<file path="src/core/cfg_hdr_pkg.sv">
// Constants and types shared by the configuration header register bank
package cfg_hdr_pkg;

    // ====================================================================
    // Types
    // ====================================================================
    typedef logic [31:0] dword_t;
    typedef logic [7:0]  byte_t;
    typedef logic [3:0]  pci_cmd_t;

    // Kind of master read command picked from the transfer length
    typedef enum logic [1:0]
    {
        READ_SINGLE,
        READ_LINE,
        READ_MULTIPLE
    } read_kind_e;

    // ====================================================================
    // Configuration offsets (byte addresses, dword aligned)
    // ====================================================================
    localparam byte_t OFS_CLASS_REVISION   = 8'h08;
    localparam byte_t OFS_CACHELINE_LAT    = 8'h0C;
    localparam byte_t OFS_WINDOW_BASE      = 8'h10;
    localparam byte_t OFS_IRQ_GRANT_LAT    = 8'h3C;

    // ====================================================================
    // Fixed field values
    // ====================================================================
    localparam byte_t CLASS_BASE_NETWORK   = 8'h02;
    localparam byte_t CLASS_SUB_OTHER      = 8'h80;
    localparam byte_t CLASS_PROG_NONE      = 8'h00;
    // Revision value is arbitrary, not taken from any real part
    localparam byte_t REVISION_CODE        = 8'h0A;
    localparam logic [6:0] HEADER_LAYOUT_STD = 7'h00;
    localparam logic MULTI_FUNCTION_NONE   = 1'b0;
    localparam byte_t HEADER_RESERVED_VAL  = 8'h00;
    localparam byte_t IRQ_PIN_INTA         = 8'h01;
    localparam byte_t MIN_BURST_PERIOD_VAL = 8'h05;
    localparam byte_t MAX_LATENCY_VAL      = 8'h0F;

    // ====================================================================
    // Base address register layout
    // ====================================================================
    localparam int    WINDOW_BASE_LSB      = 12;
    localparam int    WINDOW_BASE_WIDTH    = 20;
    localparam logic  IO_SPACE_IND_VAL     = 1'b0;
    localparam logic [1:0] PLACEMENT_ANY32 = 2'b00;
    localparam logic  PREFETCHABLE_VAL     = 1'b0;
    localparam logic [7:0] BASE_LOW_ZERO   = 8'h00;

    // ====================================================================
    // Reset values of writable fields
    // ====================================================================
    localparam byte_t CACHELINE_SIZE_RST   = 8'h00;
    localparam byte_t LATENCY_TIMER_RST    = 8'h00;
    localparam byte_t IRQ_ROUTING_RST      = 8'h00;
    localparam logic [19:0] WINDOW_BASE_RST = 20'h0_0000;
    localparam dword_t DWORD_ZERO          = 32'h0000_0000;

    // ====================================================================
    // PCI master read command encodings
    // ====================================================================
    localparam pci_cmd_t CMD_MEM_READ      = 4'h6;
    localparam pci_cmd_t CMD_MEM_READ_LINE = 4'hE;
    localparam pci_cmd_t CMD_MEM_READ_MULT = 4'hC;
    localparam logic [15:0] XFER_ONE_DWORD = 16'h0001;

endpackage : cfg_hdr_pkg

</file>
<file path="src/core/window_decode.sv">
// Memory window claim decoder for the 4K register window
`timescale 1ns/1ns

module window_decode
(
    // Clock and reset
    input  wire logic                  clk,
    input  wire logic                  rst_b,
    // Memory address phase from the bus
    input  wire logic                  mem_addr_valid,
    input  wire cfg_hdr_pkg::dword_t   mem_addr,
    // Window placement and decode enable
    input  wire logic [19:0]           window_base,
    input  wire logic                  decode_enable,
    // Claim result
    output logic                       hit_q,
    output logic [11:0]                hit_offset_q
);
    import cfg_hdr_pkg::*;

    logic match;

    // ====================================================================
    // Compare the upper 20 address bits against the placed base
    // ====================================================================
    // Decoding off means no claim at all, even on an exact match
    assign match = mem_addr_valid && decode_enable
                   && (mem_addr[31:WINDOW_BASE_LSB] == window_base);

    // Registered claim so the top sees a clean flop output
    always_ff @(posedge clk)
    begin
        if (!rst_b)
        begin
            hit_q        <= 1'b0;
            hit_offset_q <= 12'h000;
        end
        else
        begin
            hit_q        <= match;
            hit_offset_q <= match ? mem_addr[WINDOW_BASE_LSB-1:0] : 12'h000;
        end
    end

endmodule : window_decode

</file>
<file path="src/core/pci_config_header_regs.sv">
// Upper PCI type-0 configuration header fields and window decode
//
// Behaviour
// - Class code reads fixed 02H, 80H, 00H
// - Writable cache line size, resets zero
// - Read command chosen from length versus line
// - Writable latency timer in bits 15:8
// - Header layout field reads 00H
// - Multi-function bit and top byte zero
// - Window bit 0 zero: memory space only
// - Placement bits 2:1 read 00B
// - Prefetchable bit reads zero
// - Bits 11:4 zero, 31:12 writable
// - Claim accesses matching upper 20 base bits
// - No claim while memory decoding is off
// - Interrupt routing byte writable, no effect
// - Interrupt pin field reads 01H
// - Minimum burst period reads 05H
// - Maximum latency reads 0FH
// - Read-only bits ignore writes; writables reset zero
// - Memory window answers only when enabled
`timescale 1ns/1ns

module pci_config_header_regs
(
    // Clock and reset
    input  wire logic                    clk,
    input  wire logic                    rst_b,
    // Configuration access from the host
    input  wire logic                    cfg_rd,
    input  wire logic                    cfg_wr,
    input  wire cfg_hdr_pkg::byte_t      cfg_offset,
    input  wire logic [3:0]              cfg_be_b,
    input  wire cfg_hdr_pkg::dword_t     cfg_wdata,
    // Configuration answer
    output cfg_hdr_pkg::dword_t          cfg_rdata_q,
    output logic                         cfg_ack_q,
    // Command register memory-space enable bit
    input  wire logic                    memory_space_enable,
    // Memory address phase from the bus
    input  wire logic                    mem_addr_valid,
    input  wire cfg_hdr_pkg::dword_t     mem_addr,
    // Window claim
    output logic                         mem_hit_q,
    output logic [11:0]                  mem_offset_q,
    // Master read command selection
    input  wire logic                    rd_req,
    input  wire logic [15:0]             rd_len,
    output cfg_hdr_pkg::pci_cmd_t        rd_cmd_q,
    output logic                         rd_cmd_valid_q,
    // Field values used by the bus logic
    output cfg_hdr_pkg::byte_t           cacheline_size_q,
    output cfg_hdr_pkg::byte_t           latency_timer_q,
    output logic [19:0]                  window_base_bits_q
);
    import cfg_hdr_pkg::*;

    // ====================================================================
    // Local signals
    // ====================================================================
    byte_t       irq_routing_field_q;
    logic [3:0]  lane_wr;
    logic        sel_class;
    logic        sel_cacheline;
    logic        sel_window;
    logic        sel_irq;
    dword_t      class_word;
    dword_t      cacheline_word;
    dword_t      window_word;
    dword_t      irq_word;
    dword_t      rdata_d;
    read_kind_e  read_kind;
    pci_cmd_t    rd_cmd_d;

    // ====================================================================
    // Offset decode
    // ====================================================================
    // Low two offset bits are ignored: every register is one dword
    assign sel_class     = (cfg_offset[7:2] == OFS_CLASS_REVISION[7:2]);
    assign sel_cacheline = (cfg_offset[7:2] == OFS_CACHELINE_LAT[7:2]);
    assign sel_window    = (cfg_offset[7:2] == OFS_WINDOW_BASE[7:2]);
    assign sel_irq       = (cfg_offset[7:2] == OFS_IRQ_GRANT_LAT[7:2]);

    // ====================================================================
    // Byte lane write strobes
    // ====================================================================
    // Byte enables are active low, as on the bus
    genvar lane;
    generate
        for (lane = 0; lane < 4; lane++)
        begin : g_lane
            assign lane_wr[lane] = cfg_wr && !cfg_be_b[lane];
        end
    endgenerate

    // ====================================================================
    // Cache line size and latency timer
    // ====================================================================
    // Only lanes 0 and 1 hold storage; header layout lanes are constant
    always_ff @(posedge clk)
    begin
        if (!rst_b)
        begin
            cacheline_size_q <= CACHELINE_SIZE_RST;
        end
        else if (sel_cacheline && lane_wr[0])
        begin
            cacheline_size_q <= cfg_wdata[7:0];
        end
    end

    // Latency timer counts bus clocks; the master logic reads it out
    always_ff @(posedge clk)
    begin
        if (!rst_b)
        begin
            latency_timer_q <= LATENCY_TIMER_RST;
        end
        else if (sel_cacheline && lane_wr[1])
        begin
            latency_timer_q <= cfg_wdata[15:8];
        end
    end

    // ====================================================================
    // Window base address
    // ====================================================================
    // Lane 1 carries only bits 15:12; its low nibble is forced zero,
    // which gives the 4K window that sizing software discovers
    always_ff @(posedge clk)
    begin
        if (!rst_b)
        begin
            window_base_bits_q <= WINDOW_BASE_RST;
        end
        else if (sel_window)
        begin
            if (lane_wr[1])
            begin
                window_base_bits_q[3:0] <= cfg_wdata[15:12];
            end
            if (lane_wr[2])
            begin
                window_base_bits_q[11:4] <= cfg_wdata[23:16];
            end
            if (lane_wr[3])
            begin
                window_base_bits_q[19:12] <= cfg_wdata[31:24];
            end
        end
    end

    // ====================================================================
    // Interrupt routing byte
    // ====================================================================
    // Stored for the host only; nothing in the device looks at it
    always_ff @(posedge clk)
    begin
        if (!rst_b)
        begin
            irq_routing_field_q <= IRQ_ROUTING_RST;
        end
        else if (sel_irq && lane_wr[0])
        begin
            irq_routing_field_q <= cfg_wdata[7:0];
        end
    end

    // ====================================================================
    // Read words
    // ====================================================================
    // Fixed class code over the revision byte
    assign class_word = {CLASS_BASE_NETWORK,
                         CLASS_SUB_OTHER,
                         CLASS_PROG_NONE,
                         REVISION_CODE};

    // Reserved byte, single function, standard layout, then storage
    assign cacheline_word = {HEADER_RESERVED_VAL,
                             MULTI_FUNCTION_NONE,
                             HEADER_LAYOUT_STD,
                             latency_timer_q,
                             cacheline_size_q};

    // Writes to the configuration bits have no path into storage
    assign window_word = {window_base_bits_q,
                          BASE_LOW_ZERO,
                          PREFETCHABLE_VAL,
                          PLACEMENT_ANY32,
                          IO_SPACE_IND_VAL};

    // Interrupt pin and grant timing are constants in 250 ns steps
    assign irq_word = {MAX_LATENCY_VAL,
                       MIN_BURST_PERIOD_VAL,
                       IRQ_PIN_INTA,
                       irq_routing_field_q};

    // Read multiplexer; every other header offset reads zero
    always_comb
    begin
        rdata_d = DWORD_ZERO;
        if (sel_class)
        begin
            rdata_d = class_word;
        end
        else if (sel_cacheline)
        begin
            rdata_d = cacheline_word;
        end
        else if (sel_window)
        begin
            rdata_d = window_word;
        end
        else if (sel_irq)
        begin
            rdata_d = irq_word;
        end
        else
        begin
            rdata_d = DWORD_ZERO;
        end
    end

    // ====================================================================
    // Configuration answer
    // ====================================================================
    // Read data are held until the next read so a slow target state
    // machine can pick them up at leisure
    always_ff @(posedge clk)
    begin
        if (!rst_b)
        begin
            cfg_rdata_q <= DWORD_ZERO;
        end
        else if (cfg_rd)
        begin
            cfg_rdata_q <= rdata_d;
        end
    end

    // One acknowledge pulse per access, read or write
    always_ff @(posedge clk)
    begin
        if (!rst_b)
        begin
            cfg_ack_q <= 1'b0;
        end
        else
        begin
            cfg_ack_q <= cfg_rd || cfg_wr;
        end
    end

    // ====================================================================
    // Master read command selection
    // ====================================================================
    // A zero cache line size makes every multi-dword read a multiple,
    // which is the safe choice before the host programs the field
    always_comb
    begin
        read_kind = READ_SINGLE;
        if (rd_len <= XFER_ONE_DWORD)
        begin
            read_kind = READ_SINGLE;
        end
        else if (rd_len <= {8'h00, cacheline_size_q})
        begin
            read_kind = READ_LINE;
        end
        else
        begin
            read_kind = READ_MULTIPLE;
        end
    end

    // Map the kind onto the bus command code
    always_comb
    begin
        rd_cmd_d = CMD_MEM_READ;
        case (read_kind)
            READ_SINGLE:   rd_cmd_d = CMD_MEM_READ;
            READ_LINE:     rd_cmd_d = CMD_MEM_READ_LINE;
            READ_MULTIPLE: rd_cmd_d = CMD_MEM_READ_MULT;
            default:       rd_cmd_d = CMD_MEM_READ;
        endcase
    end

    // Command is held after the request; valid pulses for one cycle
    always_ff @(posedge clk)
    begin
        if (!rst_b)
        begin
            rd_cmd_q       <= CMD_MEM_READ;
            rd_cmd_valid_q <= 1'b0;
        end
        else
        begin
            rd_cmd_valid_q <= rd_req;
            if (rd_req)
            begin
                rd_cmd_q <= rd_cmd_d;
            end
        end
    end

    // ====================================================================
    // Memory window decode
    // ====================================================================
    // Enable gates the claim inside the decoder
    window_decode u_window_decode
    (
        .clk            (clk),
        .rst_b          (rst_b),
        .mem_addr_valid (mem_addr_valid),
        .mem_addr       (mem_addr),
        .window_base    (window_base_bits_q),
        .decode_enable  (memory_space_enable),
        .hit_q          (mem_hit_q),
        .hit_offset_q   (mem_offset_q)
    );

endmodule : pci_config_header_regs

</file>
<file path="config.mk">
export PLATFORM = sky130hd
export DESIGN_NAME = pci_config_header_regs
export DESIGN_NICKNAME = d
export VERILOG_FILES = /design/src/core/cfg_hdr_pkg.sv /design/src/core/window_decode.sv /design/src/core/pci_config_header_regs.sv
export SDC_FILE = /design/constraint.sdc
export NUM_CORES = 1
export LEC_CHECK = 0
export ABC_AREA = 1
export BUFFER_PORTS_ARGS = -buffer_cell sky130_fd_sc_hd__buf_2
export CAP_MARGIN = 20
export CORE_MARGIN = 1
export CORE_UTILIZATION = 35
export CTS_BUF_LIST = sky130_fd_sc_hd__clkbuf_4
export CTS_CLUSTER_SIZE = 40
export DETAILED_ROUTE_END_ITERATION = 6
export PLACE_DENSITY_LB_ADDON = 0.2
export REMOVE_ABC_BUFFERS = 1
export SETUP_SLACK_MARGIN = 0.1
export SYNTH_ARGS = -nofsm -noshare
export SYNTH_HDL_FRONTEND = slang
export SYNTH_SLANG_ARGS = --single-unit
</file>
<file path="constraint.sdc">
create_clock -name clk -period 1.4 [get_ports clk]
set_input_delay 0.21 -clock clk [delete_from_list [all_inputs] [get_ports clk]]
set_output_delay 0.21 -clock clk [all_outputs]
set_load 0.005 [all_outputs]
</file>
After elaboration in Yosys (flattened, before gate mapping):

Index checks and enable logic that the tools add are counted.
W data, S select, Z words.

* bits in registers: 95
* output and inout port bits: 87
* word-level logic and storage cells: 46

* order comparisons: 2
* equality and inequality tests: 7
* multiplexer cells: 7
* reduce and logical (&&, ||, !) cells: 18

Operators by type and width (number)
* $mux W32: 3
* $mux W28: 1
* $eq A20 B20 Y1: 1
* $le A16 B1 Y1 const B: 1
* $le A16 B8 Y1: 1
* $eq A6 B2 Y1 const B: 2
* $logic_and A1 B1 Y1: 9
* $pmux W4 S2: 1
* $reduce_and A2 Y1: 4
* $eq A6 B3 Y1 const B: 1
* $eq A6 B4 Y1 const B: 1
* $logic_not A1 Y1: 4
* $mux W2: 2
* $eq A2 B1 Y1 const B: 1
* $eq A2 B2 Y1 const B: 1
* $logic_or A1 B1 Y1: 1

Depth between registers and ports, before layout:

Gate-level depths: netlist of run 1.

* word-level depth: 5
* depth in mapped cells: 12

Cells and area by module:

Synthesis of run 1 repeated with hierarchy kept, for this count alone.

* cells, all modules: 629
* area, all modules: 4337.9 µm²

By module, submodules not included
* pci_config_header_regs: times used 1, cells each 479, area each 3513.4 µm², sequential area each 1601.5 µm²
* window_decode: times used 1, cells each 150, area each 824.5 µm², sequential area each 260.2 µm²

Worst setup path after synthesis of run 1:

OpenSTA, ideal clock, no wires.

* kind: reg2reg
* from: register cacheline_size_q[7]
* to: register rd_cmd_q[1]
* setup time: 113 ps
* data arrival time: 1089 ps
* path slack: 198 ps
* stages on the path, launching flop included: 10
* clock period less this slack: 1202 ps
* cell sequence: dfxtp_1 inv_1 ha_1 nand2_1 nor2_1 nand2_1 nand2_1 nand2_1 nand2_1 nand2_1

* word-level cells in the longest chain between the ends: 5
* elaborated cells on any way between the ends: 6
* those cells by class: 1 x order compare; 2 x eq/ne; 3 x mux

RTL lines
* start: declaration: RTL line pci_config_header_regs.sv:52 `output cfg_hdr_pkg::byte_t cacheline_size_q,`
* start signal: assignment: RTL line pci_config_header_regs.sv:108 `cacheline_size_q <= cfg_wdata[7:0];`
* $le A16 B8 Y1 *: RTL line pci_config_header_regs.sv:266 `else if (rd_len <= {8'h00, cacheline_size_q})`
* $mux W2 *: RTL line pci_config_header_regs.sv:266
* $mux W2 *: RTL line pci_config_header_regs.sv:262 `if (rd_len <= XFER_ONE_DWORD)`
* $eq A2 B2 Y1 or $eq A2 B1 Y1 (tied branches): RTL line pci_config_header_regs.sv:280 `case (read_kind)`
* $pmux W4 S2 *: RTL line pci_config_header_regs.sv:280
* end signal: assignment: RTL line pci_config_header_regs.sv:301 `rd_cmd_q <= rd_cmd_d;`
* end: declaration: RTL line pci_config_header_regs.sv:49 `output cfg_hdr_pkg::pci_cmd_t rd_cmd_q,`

Mark *: on every way between the ends. The rest lies on a longest branch, timed or not.
A chain may end at the register's enable or synchronous reset.

Worst setup path after layout of run 1:

* from: register window_base_bits_q[9]
* to: output window_base_bits_q[9]

RTL lines
* start: declaration: RTL line pci_config_header_regs.sv:54 `output logic [19:0] window_base_bits_q`
* start signal: assignment: RTL line pci_config_header_regs.sv:144 `window_base_bits_q[11:4] <= cfg_wdata[23:16];`

No word-level cell between the ends.

==> results of run 1 <==
## timing repair
| action | 4_1_cts | 5_1_grt |
|---|---|---|
| setup buffers | 0 | 6 |
| pin swaps | 0 | 10 |
| gates resized for setup | 17 | 61 |
| setup endpoints to repair | 18 | 18 |
| hold endpoints to repair | 33 | 0 |
| hold buffers | 32 | 0 |
| gates cloned | 0 | 1 |
## cell type report
cell class,count,share of cell area
clock buffers,10,0.0118
clock inverters,6,0.00847
inverters,100,0.0593
multi-input cells,432,0.336
flip-flops and latches,93,0.301
well taps,168,0.0331
repair buffers,249,0.251
## power groups by stage
| stage | clock network [uW] | logic, uW | registers, uW |
|---|---|---|---|
| after floorplan | 0 | 209 | 2740 |
| after global placement | 0 | 513 | 2730 |
| after detailed placement | 0 | 524 | 2730 |
| after CTS | 1490 | 595 | 2680 |
| after global routing | 1600 | 680 | 2670 |
| final | 1440 | 612 | 2660 |
## flip-flops by register name, indices dropped and copies added (netlist names)
| signal | cells |
|---|---|
| latency_timer_q | 8 |
| cfg_ack_q | 1 |
| cfg_rdata_q | 32 |
| u_window_decode.hit_q | 1 |
| u_window_decode.hit_offset_q | 12 |
| rd_cmd_q | 2 |
| window_base_bits_q | 20 |
| cacheline_size_q | 8 |
| rd_cmd_valid_q | 1 |
| irq_routing_field_q | 8 |
## final timing paths
check,from,endpoint,slack [ps],cells after the start
max,window_base_bits_q[9],window_base_bits_q[9],120,2
min,cfg_wdata[15],window_base_bits_q[3],50,3
max reg2reg,cacheline_size_q[5],rd_cmd_q[1],120,8
min reg2reg,irq_routing_field_q[2],irq_routing_field_q[2],450,2
## worst max-delay path: cells and delay by family (launching register included)
kind / cells / cell delay (ps)
flops: 1 / 380
buf+inv: 2 / 250
## placed cells by master, fill, tap and decap left out, types with 4 or more instances in the layout
master / instances
nand3_1: 68
nand4_1: 7
nor2_4: 14
nand2_2: 4
buf_6: 5
dfxtp_1: 68
nand2_1: 174
dfxtp_4: 7
inv_2: 6
clkbuf_4: 10
buf_4: 27
buf_2: 179
nor2_1: 63
a21oi_1: 57
nor2_2: 8
inv_1: 92
clkinv_1: 4
ha_1: 7
dlygate4sd3_1: 32
dfxtp_2: 18
buf_12: 6
o21ai_0: 11
## logic make-up (layout without fill, tap and decap cells)
family	after synthesis	count (layout)	share of synthesized area
buffers and inverters	125	365	0.116
and+or+nand+nor	347	347	0.344
DFF	93	93	0.425
xor gates and xnor gates	3	3	0.00599
AOI/OAI and AO/OA	72	72	0.0839
adders and majority gates	8	8	0.0228
other	2	2	0.00171
## per-layer routing
layer  vias up  GRT usage
met4         0      0.107
met2       146      0.321
li1       2483          -
met1      2072      0.269
met3        30     0.0351
met5         -          0
## Yosys cell counts
cell type,number
nor2_2,2
buf_2,4
nand2_4,2
conb_1,2
nor3_4,3
buf_1,5
nand3_1,69
nand2_1,176
o211ai_1,2
xnor2_1,3
o21ai_0,12
nand2_2,2
dfxtp_1,93
nor3_1,2
ha_1,8
clkbuf_2,1
nor2_4,4
nand4_2,1
a21oi_1,57
clkbuf_1,9
clkinv_2,1
nand4_1,7
inv_1,97
buf_4,3
inv_2,1
clkinv_1,1
o21a_1,1
nor2_1,79
buf_6,3
## per-stage QoR
step / total power, uW / setup TNS, ps / hold WS (ps) / instances / util
4_1_cts: 4760 / 0 / 4.06 / 1051 / 0.506
2_1_floorplan: 2940 / -1600 / 303 / 625 / -
6_report: 4710 / 0 / 47.2 / 1058 / 0.525
3_5_place_dp: 3260 / 0 / 428 / 1003 / 0.466
3_3_place_gp: 3250 / 0 / 423 / 1003 / 0.466
5_1_grt: 4940 / 0 / 25.7 / 1058 / 0.525
==> results.yml, run 1 <==
run_status:
  status: "finished clean"
synth:
  synth_top_area_frac: 0.425
  ys_seq_area_frac: 0.425
  ys.warnings.count: 0
  synth.area.top_cells: "dfxtp_1 42%, nand2_1 15%, inv_1 8.3%, nand3_1 7.9%, nor2_1 6.8%"
  yosysTopAreaCell: "dfxtp_1"
  syn_inst: 650
  synth.avg_cell_area_um2: 6.74
  syn_area_mm2: 0.00438
  ys_types: 29
  ys_ff_latch: 93
critical_path:
  cp_slowest_stage_delay_ps: 380
  cp.arrival_ps: 1070
  endpoint_kind: "primary output"
  worstSetupStartpointType: "register"
  crit_chain: "buf_4 > buf_2"
  crit_slowest_cell: "dfxtp_4"
  path_max_fanout: 4
  required_ps: 1190
  crit_type: "reg2out"
power:
  power_frac_comb: 0.130
  clockPowerShare: 0.305
  p_leak_uw: 0.00316
  pwr-share-seq: 0.565
  sw_frac_of_total: 0.260
  power.switching_uw: 1230
  p_int_uw: 3490
  power.density_mw_per_mm2: 742
  max-vdd-ir-drop_mv: 0.390
final_layout:
  syn2layout_area_growth_pct: 44.9
  final_area_mm2: 0.00635
  regArea_mm2: 0.00191
  multi_input_area_mm2: 0.00213
  antenna_cells: 0
  fin_nets: 992
  layout-drive-gt1-share: 0.333
  n_fill_cell: 1255
routing:
  wl_per_cell_um: 12.7
  antenna_left: 0
  via_count: 4731
  drt_iter0_drc: 192
  dr.pass1.iters: 4
  routed-wl-met2_mm: 6.16
  wl_mm: 13.4
  routed_via_density: 4.47
  dr.max_layer_used: "met4"
  drc: 0
  wl_met3_um: 617
  wl_met1_mm: 6.17
global_routing:
  grt_use_total: 0.205
  grt_antenna_before_repair: 0
  grt_pass1_vias: 4277
  grt_pass1_wl_mm: 20.6
  grt_max_degree: 37
  gr-total-overflow: 0
place:
  dp_hpwl_mm: 10.0
  port_buffers: 181
  gp_congestion: 0.836
  placed_cell_area_mm2: 0.00565
  place_ws_ps: 31.0
timing:
  rsz0062_at_grt: "yes"
  maxSlewViolCount: 0
  finalHoldViolations: 0
  skew_ps: 14.7
  fmax_mhz: 779
  fin_crit_sh: 0.917
  worst_slack_ps: 116
  finalCriticalPeriod_ps: 1280
  setup_violations: 0
floorplan:
  design.core.area_mm2: 0.0121
  fp-row-count: 40
  io-pin-count: 186
  die_w_um: 114
  start_util: 0.362
  die_area_mm2: 0.0130
  die_h_um: 114
run:
  maxCapViolCount: 0
clocking:
  root_buffer: "clkbuf_4"
  clk_pin_slew_worst_paths_ps: 140
  clock_latency_ps: 450
  cts_sinks: 93
  htree_levels: 3
  cts-buffers-inserted: 9
  clock_path_buffers: 2
  cts_tree: "built"
worst_hold_path:
  hp-class: "in2reg"
Power figures use the tool's default switching activity.
==> run 2, diff against run 1 <==
==> constraint.sdc (replaced) <==
create_clock -name clk -period 1 [get_ports clk]
set_input_delay 0.15 -clock clk [delete_from_list [all_inputs] [get_ports clk]]
set_output_delay 0.15 -clock clk [all_outputs]
set_load 0.005 [all_outputs]
==> run 2 against run 1 <==
The flow now finishes with violations (setup timing); register-to-register slack lost 390 ps; clock skew grew 2.4 ps; largest cell class is now non-clock buffers; clock power grew 84%; combinational power grew 72%; die area is the same; global-route usage grew 2.8 points; flip-flop and latch count is the same; utilization grew 13 points; critical path depth grew 1.
==> results.yml, run 2 (synthesized netlist as in run 1, its figures left out) <==
run:
  maxCapViolCount: 0
timing:
  fmax_mhz: 744
  skew_ps: 17.2
  worst_slack_ps: -344
  setup_violations: 99
  rsz0062_at_grt: "yes"
  fin_crit_sh: 1.34
  finalCriticalPeriod_ps: 1340
  finalHoldViolations: 0
  maxSlewViolCount: 0
place:
  place_ws_ps: -395
  dp_hpwl_mm: 10.5
  port_buffers: 181
  placed_cell_area_mm2: 0.00597
  gp_congestion: 0.836
  dp.cells: 1048
floorplan:
  start_util: 0.362
  die_h_um: 114
  io-pin-count: 186
  die_w_um: 114
  die_area_mm2: 0.0130
  fp-row-count: 40
  design.core.area_mm2: 0.0121
final_layout:
  mostFrequentLayoutCell: "nand2_1"
  largest_reg_flops: 32
  layout-drive-gt1-share: 0.480
  final_cells: 1161
  syn2layout_area_growth_pct: 79.7
  top_regs: "cfg_rdata_q (32), window_base_bits_q (20), u_window_decode.hit_offset_q (12)"
  final_area_mm2: 0.00788
  antenna_cells: 0
  layout_common_cells: "163 x nand2_1, 133 x buf_2, 89 x buf_6"
  fin_nets: 1095
  n_fill_cell: 1040
  largest-register: "cfg_rdata_q"
routing:
  wl_per_cell_um: 13.4
  antenna_left: 0
  dr.pass1.iters: 5
  drt_iter0_drc: 256
  wl_mm: 15.6
  via_count: 5351
  routed_via_density: 4.61
  drc: 0
critical_path:
  critPathBufInv: 3
  crit_slowest_cell: "dfxtp_4"
  cp_slowest_stage_delay_ps: 400
  required_ps: 850
  cp_common_cell: "buf_6"
  crit_chain: "buf_6 > buf_6 > buf_6"
  path_max_fanout: 4
  worstSetupStartpointType: "register"
  endpoint_kind: "primary output"
  cp.arrival_ps: 1190
  crit_type: "reg2out"
  crit_family: "flip-flops"
power:
  p_leak_uw: 0.00386
  max-vdd-ir-drop_mv: 0.594
  power.density_mw_per_mm2: 945
clocking:
  cts_sinks: 93
  htree_levels: 3
  cts-buffers-inserted: 9
  clk_pin_slew_worst_paths_ps: 160
  clock_path_buffers: 2
  cts_tree: "built"
  root_buffer: "clkbuf_4"
  clock_latency_ps: 470
worst_hold_path:
  hp-class: "in2reg"
global_routing:
  grt_pass1_vias: 5015
  grt_pass1_wl_mm: 23.4
  grt_antenna_before_repair: 0
  gr-total-overflow: 0
  grt_max_degree: 36
  grt_use_total: 0.232
run_status:
  status: "complete, but fails checks"
  violations: "setup timing"
## run 2: cell count changes in the layout (fill, tap and decap cells not counted), moves of 19 or more
cell     change
buf_2       -46
nand3_2     +19
dfxtp_1     -47
dfxtp_2     +53
nand3_1     -20
buf_6       +84
buf_4       +48
## run 2: layout make-up
cell class / instances / area [um^2] / area share
flip-flops and latches: 93 / 1950 / 0.248
clock buffers: 9 / 67.6 / 0.00857
repair buffers: 352 / 2830 / 0.359
multi-input cells: 432 / 2320 / 0.295
inverters: 100 / 377 / 0.0478
well taps: 168 / 210 / 0.0267
clock inverters: 7 / 121 / 0.0154
## run 2: report_power, final
group / internal, uW / switching, uW
Clock: 1280 / 1370
Combinational: 532 / 516
Sequential: 3730 / 14.7
## run 2: worst reg2reg max path, stage by stage, from the launching register on
cell	delay [ps]
dfxtp_4	420
inv_2	40
nand2_2	40
nand2_1	40
nor2_1	80
nand2_1	70
nor2_2	160
nand3_2	110
buf_8	160
nor2_1	90
## run 2: timing repair
item                       CTS  global route
buffers inserted            36            16
hold endpoints to repair    58             2
hold buffers                49             2
pin swaps                   23            32
setup endpoints to repair  103           116
resized for setup          170            72
## run 2: path summary, 6_finish.rpt
kind                                              from                                to  slack, ps  cells after the start
worst min register to register  irq_routing_field_q[2]            irq_routing_field_q[2]        450                      2
worst max-delay path            window_base_bits_q[13]            window_base_bits_q[13]       -340                      3
worst max register to register  window_base_bits_q[13]  u_window_decode.hit_offset_q[10]       -270                      9
worst min-delay path                            rd_req                       rd_cmd_q[1]          3                      5
## run 2: metal layers
layer  part of all wire  track usage  vias up
met3              0.050       0.0388       45
met5                  0            0        -
met4              0.040        0.131        0
li1                   -            -     2690
met1               0.43        0.286     2443
met2               0.48        0.385      173
## run 2: through the flow
| stage | hold slack (ps) | TNS [ps] | power (uW) | util |
|---|---|---|---|---|
| 2_1_floorplan | 243 | -21390 | 4120 | - |
| 3_3_place_gp | 363 | -18540 | 4590 | 0.493 |
| 3_5_place_dp | 368 | -20520 | 4600 | 0.493 |
| 4_1_cts | -20.0 | -16680 | 7470 | 0.621 |
| 5_1_grt | 20.0 | -18550 | 7730 | 0.651 |
| 6_report | 2.60 | -13680 | 7450 | 0.651 |
